`src/pkg/result_code_pkg.sv`:
```
// Purpose: Shared constants and types for the disk result code encoder.
// Assumes: One clock, asynchronous active-low reset.
// Notes:   Result byte layout, error field values and fixed code sets.
package result_code_pkg;

  localparam int unsigned FIELD_MSB   = 4;
  localparam int unsigned RECOV_BIT   = 5;
  localparam int unsigned VERIFY_BIT  = 6;
  localparam int unsigned HARD_BIT    = 7;
  localparam logic [7:0]  RESULT_RESET = 8'h00;
  localparam logic [7:0]  FLAG_MASK    = 8'hE0;

  // Older family error field values.
  localparam logic [4:0] ERR_HEADER_FAULT    = 5'h00;
  localparam logic [4:0] ERR_SEEK_TIMEOUT    = 5'h01;
  localparam logic [4:0] ERR_SEEK_FAULT      = 5'h02;
  localparam logic [4:0] ERR_SEEK_ERROR      = 5'h03;
  localparam logic [4:0] ERR_HEADER_CRC      = 5'h04;
  localparam logic [4:0] ERR_REZERO_FAULT    = 5'h05;
  localparam logic [4:0] ERR_REZERO_TIMEOUT  = 5'h06;
  localparam logic [4:0] ERR_DRIVE_OFFLINE   = 5'h07;
  localparam logic [4:0] ERR_WRITE_FAULT     = 5'h08;
  localparam logic [4:0] ERR_UNUSED          = 5'h09;
  localparam logic [4:0] ERR_READ_DATA_FAULT = 5'h0A;
  localparam logic [4:0] ERR_DATA_CRC        = 5'h0B;
  localparam logic [4:0] ERR_SECTOR_LOCATE   = 5'h0C;
  localparam logic [4:0] ERR_WRITE_PROTECT   = 5'h0D;
  localparam logic [4:0] ERR_ILLEGAL_SECTOR  = 5'h0E;
  localparam logic [4:0] ERR_ILLEGAL_OPCODE  = 5'h0F;
  localparam logic [4:0] ERR_NOT_ACK         = 5'h10;
  localparam logic [4:0] ERR_ACK_STUCK       = 5'h11;
  localparam logic [4:0] ERR_TIMEOUT         = 5'h12;
  localparam logic [4:0] ERR_FAULT           = 5'h13;
  localparam logic [4:0] ERR_CRC             = 5'h14;
  localparam logic [4:0] ERR_SEEK            = 5'h15;
  localparam logic [4:0] ERR_VERIFICATION    = 5'h16;
  localparam logic [4:0] ERR_SPEED           = 5'h17;
  localparam logic [4:0] ERR_ILLEGAL_ADDRESS = 5'h18;
  localparam logic [4:0] ERR_RW_FAULT        = 5'h19;
  localparam logic [4:0] ERR_SERVO           = 5'h1A;
  localparam logic [4:0] ERR_GUARD_BAND      = 5'h1B;
  localparam logic [4:0] ERR_PLO             = 5'h1C;
  localparam logic [4:0] ERR_RW_UNSAFE       = 5'h1D;
  localparam logic [4:0] ERR_LAST            = 5'h1D;

  // Newer variant fixed codes.
  localparam logic [7:0] NEW_NO_ERROR        = 8'h00;
  localparam logic [7:0] NEW_SEEK_ERROR      = 8'h83;
  localparam logic [7:0] NEW_SOFT_HEADER     = 8'h24;
  localparam logic [7:0] NEW_HARD_HEADER     = 8'h84;
  localparam logic [7:0] NEW_NOT_READY       = 8'h87;
  localparam logic [7:0] NEW_SOFT_DATA_CRC   = 8'h2B;
  localparam logic [7:0] NEW_HARD_DATA_CRC   = 8'h8B;
  localparam logic [7:0] NEW_ILLEGAL_SECTOR  = 8'h8E;
  localparam logic [7:0] NEW_ILLEGAL_OPCODE  = 8'h8F;
  localparam logic [7:0] NEW_FORMAT_FW_FAIL  = 8'h9D;
  localparam logic [7:0] NEW_BOOT_READ_FAIL  = 8'h9F;

  // Active user table and boot command codes.
  localparam logic [7:0] USER_OK             = 8'h00;
  localparam logic [7:0] USER_NO_ROOM        = 8'h01;
  localparam logic [7:0] USER_DUPLICATE      = 8'h02;
  localparam logic [7:0] USER_NOT_FOUND      = 8'h03;
  localparam logic [7:0] BOOT_NOT_INIT       = 8'h04;

  typedef enum logic [1:0] {
    SRC_LEGACY,
    SRC_NEWER,
    SRC_USER,
    SRC_BOOT
  } source_type;

  typedef enum logic [3:0] {
    NEW_OK,
    NEW_SEEK,
    NEW_HDR_SOFT,
    NEW_HDR_HARD,
    NEW_NOTREADY,
    NEW_CRC_SOFT,
    NEW_CRC_HARD,
    NEW_BAD_SECTOR,
    NEW_BAD_OPCODE,
    NEW_FW_FORMAT,
    NEW_BOOT_READ
  } newer_event_type;

  typedef enum logic [1:0] {
    USR_OK,
    USR_NO_ROOM,
    USR_DUPLICATE,
    USR_NOT_FOUND
  } user_event_type;

  typedef struct packed {
    logic       success;
    logic       hard;
    logic       verify;
    logic       recover;
    logic [4:0] code;
  } legacy_event_type;

  typedef struct packed {
    source_type       source;
    legacy_event_type legacy;
    newer_event_type  newer;
    user_event_type   user;
  } outcome_type;

  typedef struct packed {
    logic       hard;
    logic       verify;
    logic       recover;
    logic [4:0] field;
  } result_byte_type;

endpackage : result_code_pkg

```
`src/hdl/disk_result_code_encoder.sv`:
```
// Purpose: Builds the one-byte result code returned after each disk command.
// Assumes: Outcome requests come from logic on ref_clk (200 MHz); no pin inputs.
// Notes:   Result is valid two cycles after the request and holds until the next.
`timescale 1ns/1ps
module disk_result_code_encoder (
  input  wire logic                        ref_clk,
  input  wire logic                        rst_n,
  input  wire logic                        req,
  input  wire result_code_pkg::outcome_type outcome,
  output logic                             valid,
  output logic [7:0]                       result,
  output logic [4:0]                       error_field,
  output logic                             field_meaningful,
  output logic                             code_illegal
);

  result_code_pkg::source_type  held_source;
  logic [4:0]                   held_field;
  logic [7:0]                   legacy_code;
  logic [7:0]                   fixed_code;
  logic                         req_d;
  logic                         field_bad;

  // The formers register the outcome at the taking edge themselves, so only the
  // source and the field are kept here; a second capture stage in front of the
  // formers would push the answer out to three cycles.
  always_ff @(posedge ref_clk or negedge rst_n) begin
    if (!rst_n) begin
      held_field  <= '0;
      held_source <= result_code_pkg::SRC_LEGACY;
    end else if (req) begin
      held_field  <= outcome.legacy.code;
      held_source <= outcome.source;
    end
  end

  always_ff @(posedge ref_clk or negedge rst_n) begin
    if (!rst_n) begin
      req_d <= 1'b0;
    end else begin
      req_d <= req;
    end
  end

  // Field values above the last defined cause have no meaning.
  assign field_bad = (held_field > result_code_pkg::ERR_LAST);

  legacy_code_former u_legacy (
    .ref_clk  (ref_clk),
    .rst_n    (rst_n),
    .event_in (outcome.legacy),
    .code     (legacy_code)
  );

  fixed_code_table u_fixed (
    .ref_clk (ref_clk),
    .rst_n   (rst_n),
    .source  (outcome.source),
    .newer   (outcome.newer),
    .user    (outcome.user),
    .code    (fixed_code)
  );

  always_ff @(posedge ref_clk or negedge rst_n) begin
    if (!rst_n) begin
      valid <= 1'b0;
    end else begin
      valid <= req_d;
    end
  end

  always_ff @(posedge ref_clk or negedge rst_n) begin
    if (!rst_n) begin
      result <= result_code_pkg::RESULT_RESET;
    end else if (req_d) begin
      if (held_source == result_code_pkg::SRC_LEGACY) begin
        result <= legacy_code;
      end else begin
        result <= fixed_code;
      end
    end
  end

  // Decode side helpers mirror what the host does with an older-family byte.
  always_ff @(posedge ref_clk or negedge rst_n) begin
    if (!rst_n) begin
      error_field      <= '0;
      field_meaningful <= 1'b0;
    end else if (req_d) begin
      error_field      <= legacy_code[result_code_pkg::FIELD_MSB:0];
      field_meaningful <= (held_source == result_code_pkg::SRC_LEGACY)
                          && |(legacy_code & result_code_pkg::FLAG_MASK);
    end
  end

  always_ff @(posedge ref_clk or negedge rst_n) begin
    if (!rst_n) begin
      code_illegal <= 1'b0;
    end else if (req_d) begin
      // A result being delivered wins over the clear of a following request.
      code_illegal <= (held_source == result_code_pkg::SRC_LEGACY) && field_bad;
    end else if (req) begin
      code_illegal <= 1'b0;
    end
  end

endmodule : disk_result_code_encoder

```
`src/hdl/legacy_code_former.sv`:
```
// Purpose: Forms the older family result byte from flags and an error field.
// Assumes: Inputs come from logic on ref_clk.
// Notes:   Registered output; one cycle latency.
`timescale 1ns/1ps
module legacy_code_former (
  input  wire logic                             ref_clk,
  input  wire logic                             rst_n,
  input  wire result_code_pkg::legacy_event_type event_in,
  output logic [7:0]                            code
);

  logic [7:0] next_code;
  logic       soft_only;

  // A soft outcome never carries the hard flag; only a hard request sets it.
  assign soft_only = !event_in.hard && (event_in.recover || event_in.verify);

  always_comb begin
    next_code = result_code_pkg::RESULT_RESET;
    if (event_in.success) begin
      next_code = result_code_pkg::RESULT_RESET;
    end else if (event_in.hard) begin
      next_code[result_code_pkg::HARD_BIT]   = 1'b1;
      next_code[result_code_pkg::RECOV_BIT]  = event_in.recover;
      next_code[result_code_pkg::VERIFY_BIT] = event_in.verify;
      next_code[result_code_pkg::FIELD_MSB:0] = event_in.code;
    end else if (soft_only) begin
      next_code[result_code_pkg::RECOV_BIT]  = event_in.recover;
      next_code[result_code_pkg::VERIFY_BIT] = event_in.verify;
      next_code[result_code_pkg::FIELD_MSB:0] = event_in.code;
    end
  end

  always_ff @(posedge ref_clk or negedge rst_n) begin
    if (!rst_n) begin
      code <= result_code_pkg::RESULT_RESET;
    end else begin
      code <= next_code;
    end
  end

endmodule : legacy_code_former

```
`src/hdl/fixed_code_table.sv`:
```
// Purpose: Maps newer variant, user table and boot outcomes to fixed codes.
// Assumes: Inputs come from logic on ref_clk.
// Notes:   Registered output; one cycle latency.
`timescale 1ns/1ps
module fixed_code_table (
  input  wire logic                            ref_clk,
  input  wire logic                            rst_n,
  input  wire result_code_pkg::source_type     source,
  input  wire result_code_pkg::newer_event_type newer,
  input  wire result_code_pkg::user_event_type user,
  output logic [7:0]                           code
);

  logic [7:0] newer_code;
  logic [7:0] user_code;
  logic [7:0] next_code;

  always_comb begin
    newer_code = result_code_pkg::NEW_ILLEGAL_OPCODE;
    unique case (newer)
      result_code_pkg::NEW_OK:         newer_code = result_code_pkg::NEW_NO_ERROR;
      result_code_pkg::NEW_SEEK:       newer_code = result_code_pkg::NEW_SEEK_ERROR;
      result_code_pkg::NEW_NOTREADY:   newer_code = result_code_pkg::NEW_NOT_READY;
      result_code_pkg::NEW_BAD_SECTOR: newer_code = result_code_pkg::NEW_ILLEGAL_SECTOR;
      result_code_pkg::NEW_BAD_OPCODE: newer_code = result_code_pkg::NEW_ILLEGAL_OPCODE;
      result_code_pkg::NEW_HDR_SOFT:   newer_code = result_code_pkg::NEW_SOFT_HEADER;
      result_code_pkg::NEW_HDR_HARD:   newer_code = result_code_pkg::NEW_HARD_HEADER;
      result_code_pkg::NEW_CRC_SOFT:   newer_code = result_code_pkg::NEW_SOFT_DATA_CRC;
      result_code_pkg::NEW_CRC_HARD:   newer_code = result_code_pkg::NEW_HARD_DATA_CRC;
      result_code_pkg::NEW_FW_FORMAT:  newer_code = result_code_pkg::NEW_FORMAT_FW_FAIL;
      result_code_pkg::NEW_BOOT_READ:  newer_code = result_code_pkg::NEW_BOOT_READ_FAIL;
      // Unassigned event codes report as an illegal opcode.
      default:                         newer_code = result_code_pkg::NEW_ILLEGAL_OPCODE;
    endcase
  end

  always_comb begin
    user_code = result_code_pkg::USER_OK;
    unique case (user)
      result_code_pkg::USR_OK:        user_code = result_code_pkg::USER_OK;
      result_code_pkg::USR_NO_ROOM:   user_code = result_code_pkg::USER_NO_ROOM;
      result_code_pkg::USR_DUPLICATE: user_code = result_code_pkg::USER_DUPLICATE;
      result_code_pkg::USR_NOT_FOUND: user_code = result_code_pkg::USER_NOT_FOUND;
    endcase
  end

  always_comb begin
    next_code = result_code_pkg::RESULT_RESET;
    unique case (source)
      result_code_pkg::SRC_NEWER:  next_code = newer_code;
      result_code_pkg::SRC_USER:   next_code = user_code;
      result_code_pkg::SRC_BOOT:   next_code = result_code_pkg::BOOT_NOT_INIT;
      result_code_pkg::SRC_LEGACY: next_code = result_code_pkg::RESULT_RESET;
    endcase
  end

  always_ff @(posedge ref_clk or negedge rst_n) begin
    if (!rst_n) begin
      code <= result_code_pkg::RESULT_RESET;
    end else begin
      code <= next_code;
    end
  end

endmodule : fixed_code_table

```
`config.mk`:
```
export PLATFORM = sky130hd
export DESIGN_NAME = disk_result_code_encoder
export DESIGN_NICKNAME = d
export VERILOG_FILES = /design/src/pkg/result_code_pkg.sv /design/src/hdl/disk_result_code_encoder.sv /design/src/hdl/legacy_code_former.sv /design/src/hdl/fixed_code_table.sv
export SDC_FILE = /design/constraint.sdc
export NUM_CORES = 1
export LEC_CHECK = 0
export BUFFER_PORTS_ARGS = -buffer_cell sky130_fd_sc_hd__buf_2
export CORE_MARGIN = 4
export CORE_UTILIZATION = 47
export CTS_CLUSTER_DIAMETER = 150
export DETAILED_ROUTE_END_ITERATION = 10
export GPL_ROUTABILITY_DRIVEN = 1
export HOLD_SLACK_MARGIN = 0.12
export PLACE_DENSITY = 0.78
export REMOVE_ABC_BUFFERS = 1
export SLEW_MARGIN = 30
export SYNTH_ARGS = -nofsm -noshare
export SYNTH_HDL_FRONTEND = slang
export SYNTH_SLANG_ARGS = --single-unit
export TNS_END_PERCENT = 10
```
`constraint.sdc`:
```
create_clock -name ref_clk -period 1.05 [get_ports ref_clk]
set_input_delay 0.105 -clock ref_clk [delete_from_list [all_inputs] [get_ports ref_clk]]
set_output_delay 0.105 -clock ref_clk [all_outputs]
set_load 0.01 [all_outputs]
```
==> results.md <==
- N_diodes: 0
- Fin. Hold Viols: 0
- Final wirelength: approximately 3000 um
- Final nets: about 210
- Chip Width: 65.4 um
- Placed cell area: 1780 um2
- Via count: about 1100
- Via/cell ratio: 4.80
- Worst-case reg-to-reg path depth: 4
- Drt drc: 0
- Top layer reached by signal wires: met4
- Placer Congestion: slightly below 0.8
- CTS tree: done
- Clock-pin slew on the worst setup and hold paths: 100 ps
- Ports: 36
- Min-delay worst type: in -> reg
- Yosys top cell by area: dfrtp_1
- Die Area: roughly 4300 um2
- DRT Pass-1 Iters: 4
- DR WL met3: 168 um
- Initial DRC Count: 33
- Largest cells by area after synthesis: dfrtp_1 61%, mux2_2 8.0%, mux2i_1 5.2%
- Tcrit/Tclk final: 1.01
- Synth cell types: 24
- Root Buffer: clkbuf_4
- Main synth FF type: dfrtp_1
- Initial Util: 0.500
- RSZ-0062 raised after global routing: yes
- Tmin final: between 1000 and 1500 ps
- RR Endpoint: result[7]
- Global-route wire length before repair: ~5100 um
- Port bufs: 35
- Critical path endpoint category: register
- Layout cells sized above 1: 0.319
- Final antenna-violating net count: 0
- GR Overflow Total: 0
- Critical Path Source Type: register
- Bufs on Longest Clock Path: 2
- Average wire per standard cell: ~13 um
- Worst Setup Path Type: reg -> reg
- Count of state elements after synthesis: 38
- Gate Count Post-Synth: between 100 and 150
- Vias in the first global route: 1187
- H-tree levels: 2
- CTS buffer count: 5
- Avg Inst Size Synth: 12.1 um2
- Initial antenna violation count: 0
- Max-cap viol count: 0
- Final Setup Violations: 1
- Worst Setup EP: result[7]
- Status: complete, but fails checks
- Met2 wire length: roughly 1600 um
- Fin area: 2070 um2
- Yosys warning count: 0
- Register area share after synthesis: 0.613
- Overall power: 0.00299 W
- Largest net degree at the start of global routing: 26
- Met1 WL: about 1100 um
- Fmax: ~940 MHz
- Crit path arrival time: approximately 1300 ps
- Peak supply drop: roughly 740 uV
- TNS Setup: -8.79 ps
- Worst EP required: between 1000 and 1500 ps
- Worst reg2reg path startpoint: held_source[0]
- Worst slack at placement: -69.3 ps
- P&R area growth vs syn: 33.5%
- Die Ht: 65.4 um
- Final HPWL DP: between 2000 and 2500 um
- TritonCTS Sinks: 38
- CORE AREA: 3100 um2
- Clock skew: between 9 and 10 ps
- Power Density: around 1400 nW/um2
- Crit-path max FO: 4
- Slew headroom: 0.771
- FFs w/ async S/R, synth: 1.00
- Worst-Margin Slew: roughly 340 ps
- Violated checks: setup timing
- Worst-Skew Late Latency: 330 ps
- Rows: 20
- Share of the synthesized area in the top cell type: 0.613
- Setup ws final: -8.79 ps
- Cell Area, Synth: between 1500 and 2000 um2
- CP Launch Point: held_source[0]
- Number of flops mapped to enable cells by yosys: 0
- Fin. max-slew vios: 0
- Tot GR Track Use: 0.160
- LEAKAGE: approximately 1 nW
- R2r setup slk: -9 ps
-- Yosys cell counts (4+ instances only) --
library cell	count
o21ai_0	4
nand2_1	6
mux2_2	11
inv_1	5
dfrtp_1	38
buf_2	4
mux2i_1	8
nor3_1	4
ha_1	4
nor2_1	12
nor2b_1	4
a21oi_1	12
and2_1	5
-- sequential cells by signal, summed over array words and instances (netlist names) --
name,count
field_meaningful,1
held_source,2
result,8
u_legacy.code,8
code_illegal,1
error_field,5
held_field,4
valid,1
u_fixed.code,7
req_d,1
-- layer usage --
layer / GRT usage / vias to the layer above
met5: 0 / -
met4: 0.0829 / 0
met3: 0.0427 / 6
met2: 0.282 / 38
met1: 0.174 / 522
li1: - / 548
-- worst min path at each step --
stage	start	end	cells past startpoint
after floorplan	rst_n	code_illegal	0
after global placement	rst_n	u_legacy.code[5]	1
after detailed placement	rst_n	u_fixed.code[5]	1
after CTS	outcome[4]	u_fixed.code[1]	3
after global routing	outcome[4]	u_fixed.code[1]	3
final	outcome[4]	u_fixed.code[1]	3
-- cell usage in the layout (no fill, tap or decap), types with 3 or more instances in the layout --
cell type,instances
nor3_1,4
clkbuf_8,3
clkbuf_4,5
o21ai_0,3
mux2_2,11
ha_1,4
nor2b_1,4
buf_2,35
and2_1,5
inv_1,5
dfrtp_1,38
nand2_1,6
a21oi_1,12
nor2_1,12
mux2i_1,8
dlygate4sd3_1,18
-- logic make-up (layout without fill, tap and decap cells) --
logic type / after synthesis / count (layout) / synth area share
adder cells (fa/ha/maj): 4 / 4 / 0.0323
flip-flops: 38 / 38 / 0.613
multiplexers: 19 / 19 / 0.132
AND/OR/NAND/NOR: 37 / 37 / 0.120
AO/OA/AOI/OAI: 19 / 19 / 0.0670
buffers and inverters: 11 / 71 / 0.0355
-- cell type report --
type / count / area (um2)
Inverter: 5 / 18.8
Timing Repair Buffer: 58 / 422
Fill cell: 239 / 1030
Clock buffer: 8 / 78.8
Multi-Input combinational cell: 79 / 544
Sequential cell: 38 / 951
Tap cell: 44 / 55.1
-- metrics by stage --
stage / utilization / std cells / hold slack (ps)
2_1_floorplan: - / 122 / -191
3_3_place_gp: 0.575 / 203 / 22.1
3_5_place_dp: 0.575 / 203 / 27.2
4_1_cts: 0.666 / 232 / 140
5_1_grt: 0.667 / 232 / 142
6_report: 0.667 / 232 / 150
-- worst max-delay path, cell delays in order (launching register included) --
cell     delay [ps]
dfrtp_1         420
nor2_4          130
buf_4           140
mux2i_1         190
a21oi_1          90
-- what timing repair did --
action	4_1_cts	5_1_grt
gates resized for setup	0	2
endpoints found under the hold margin	59	0
pin swaps	1	3
hold buffers	18	0
setup buffers	3	0
setup endpoints to repair	9	13
-- power by group --
group / total [W] / switching (W) / internal [W]
logic: 0.000466 / 0.000220 / 0.000246
clock network: 0.000890 / 0.000433 / 0.000458
registers: 0.00163 / 0.0000591 / 0.00157
Note: power is estimated with default switching activity, not from simulation.
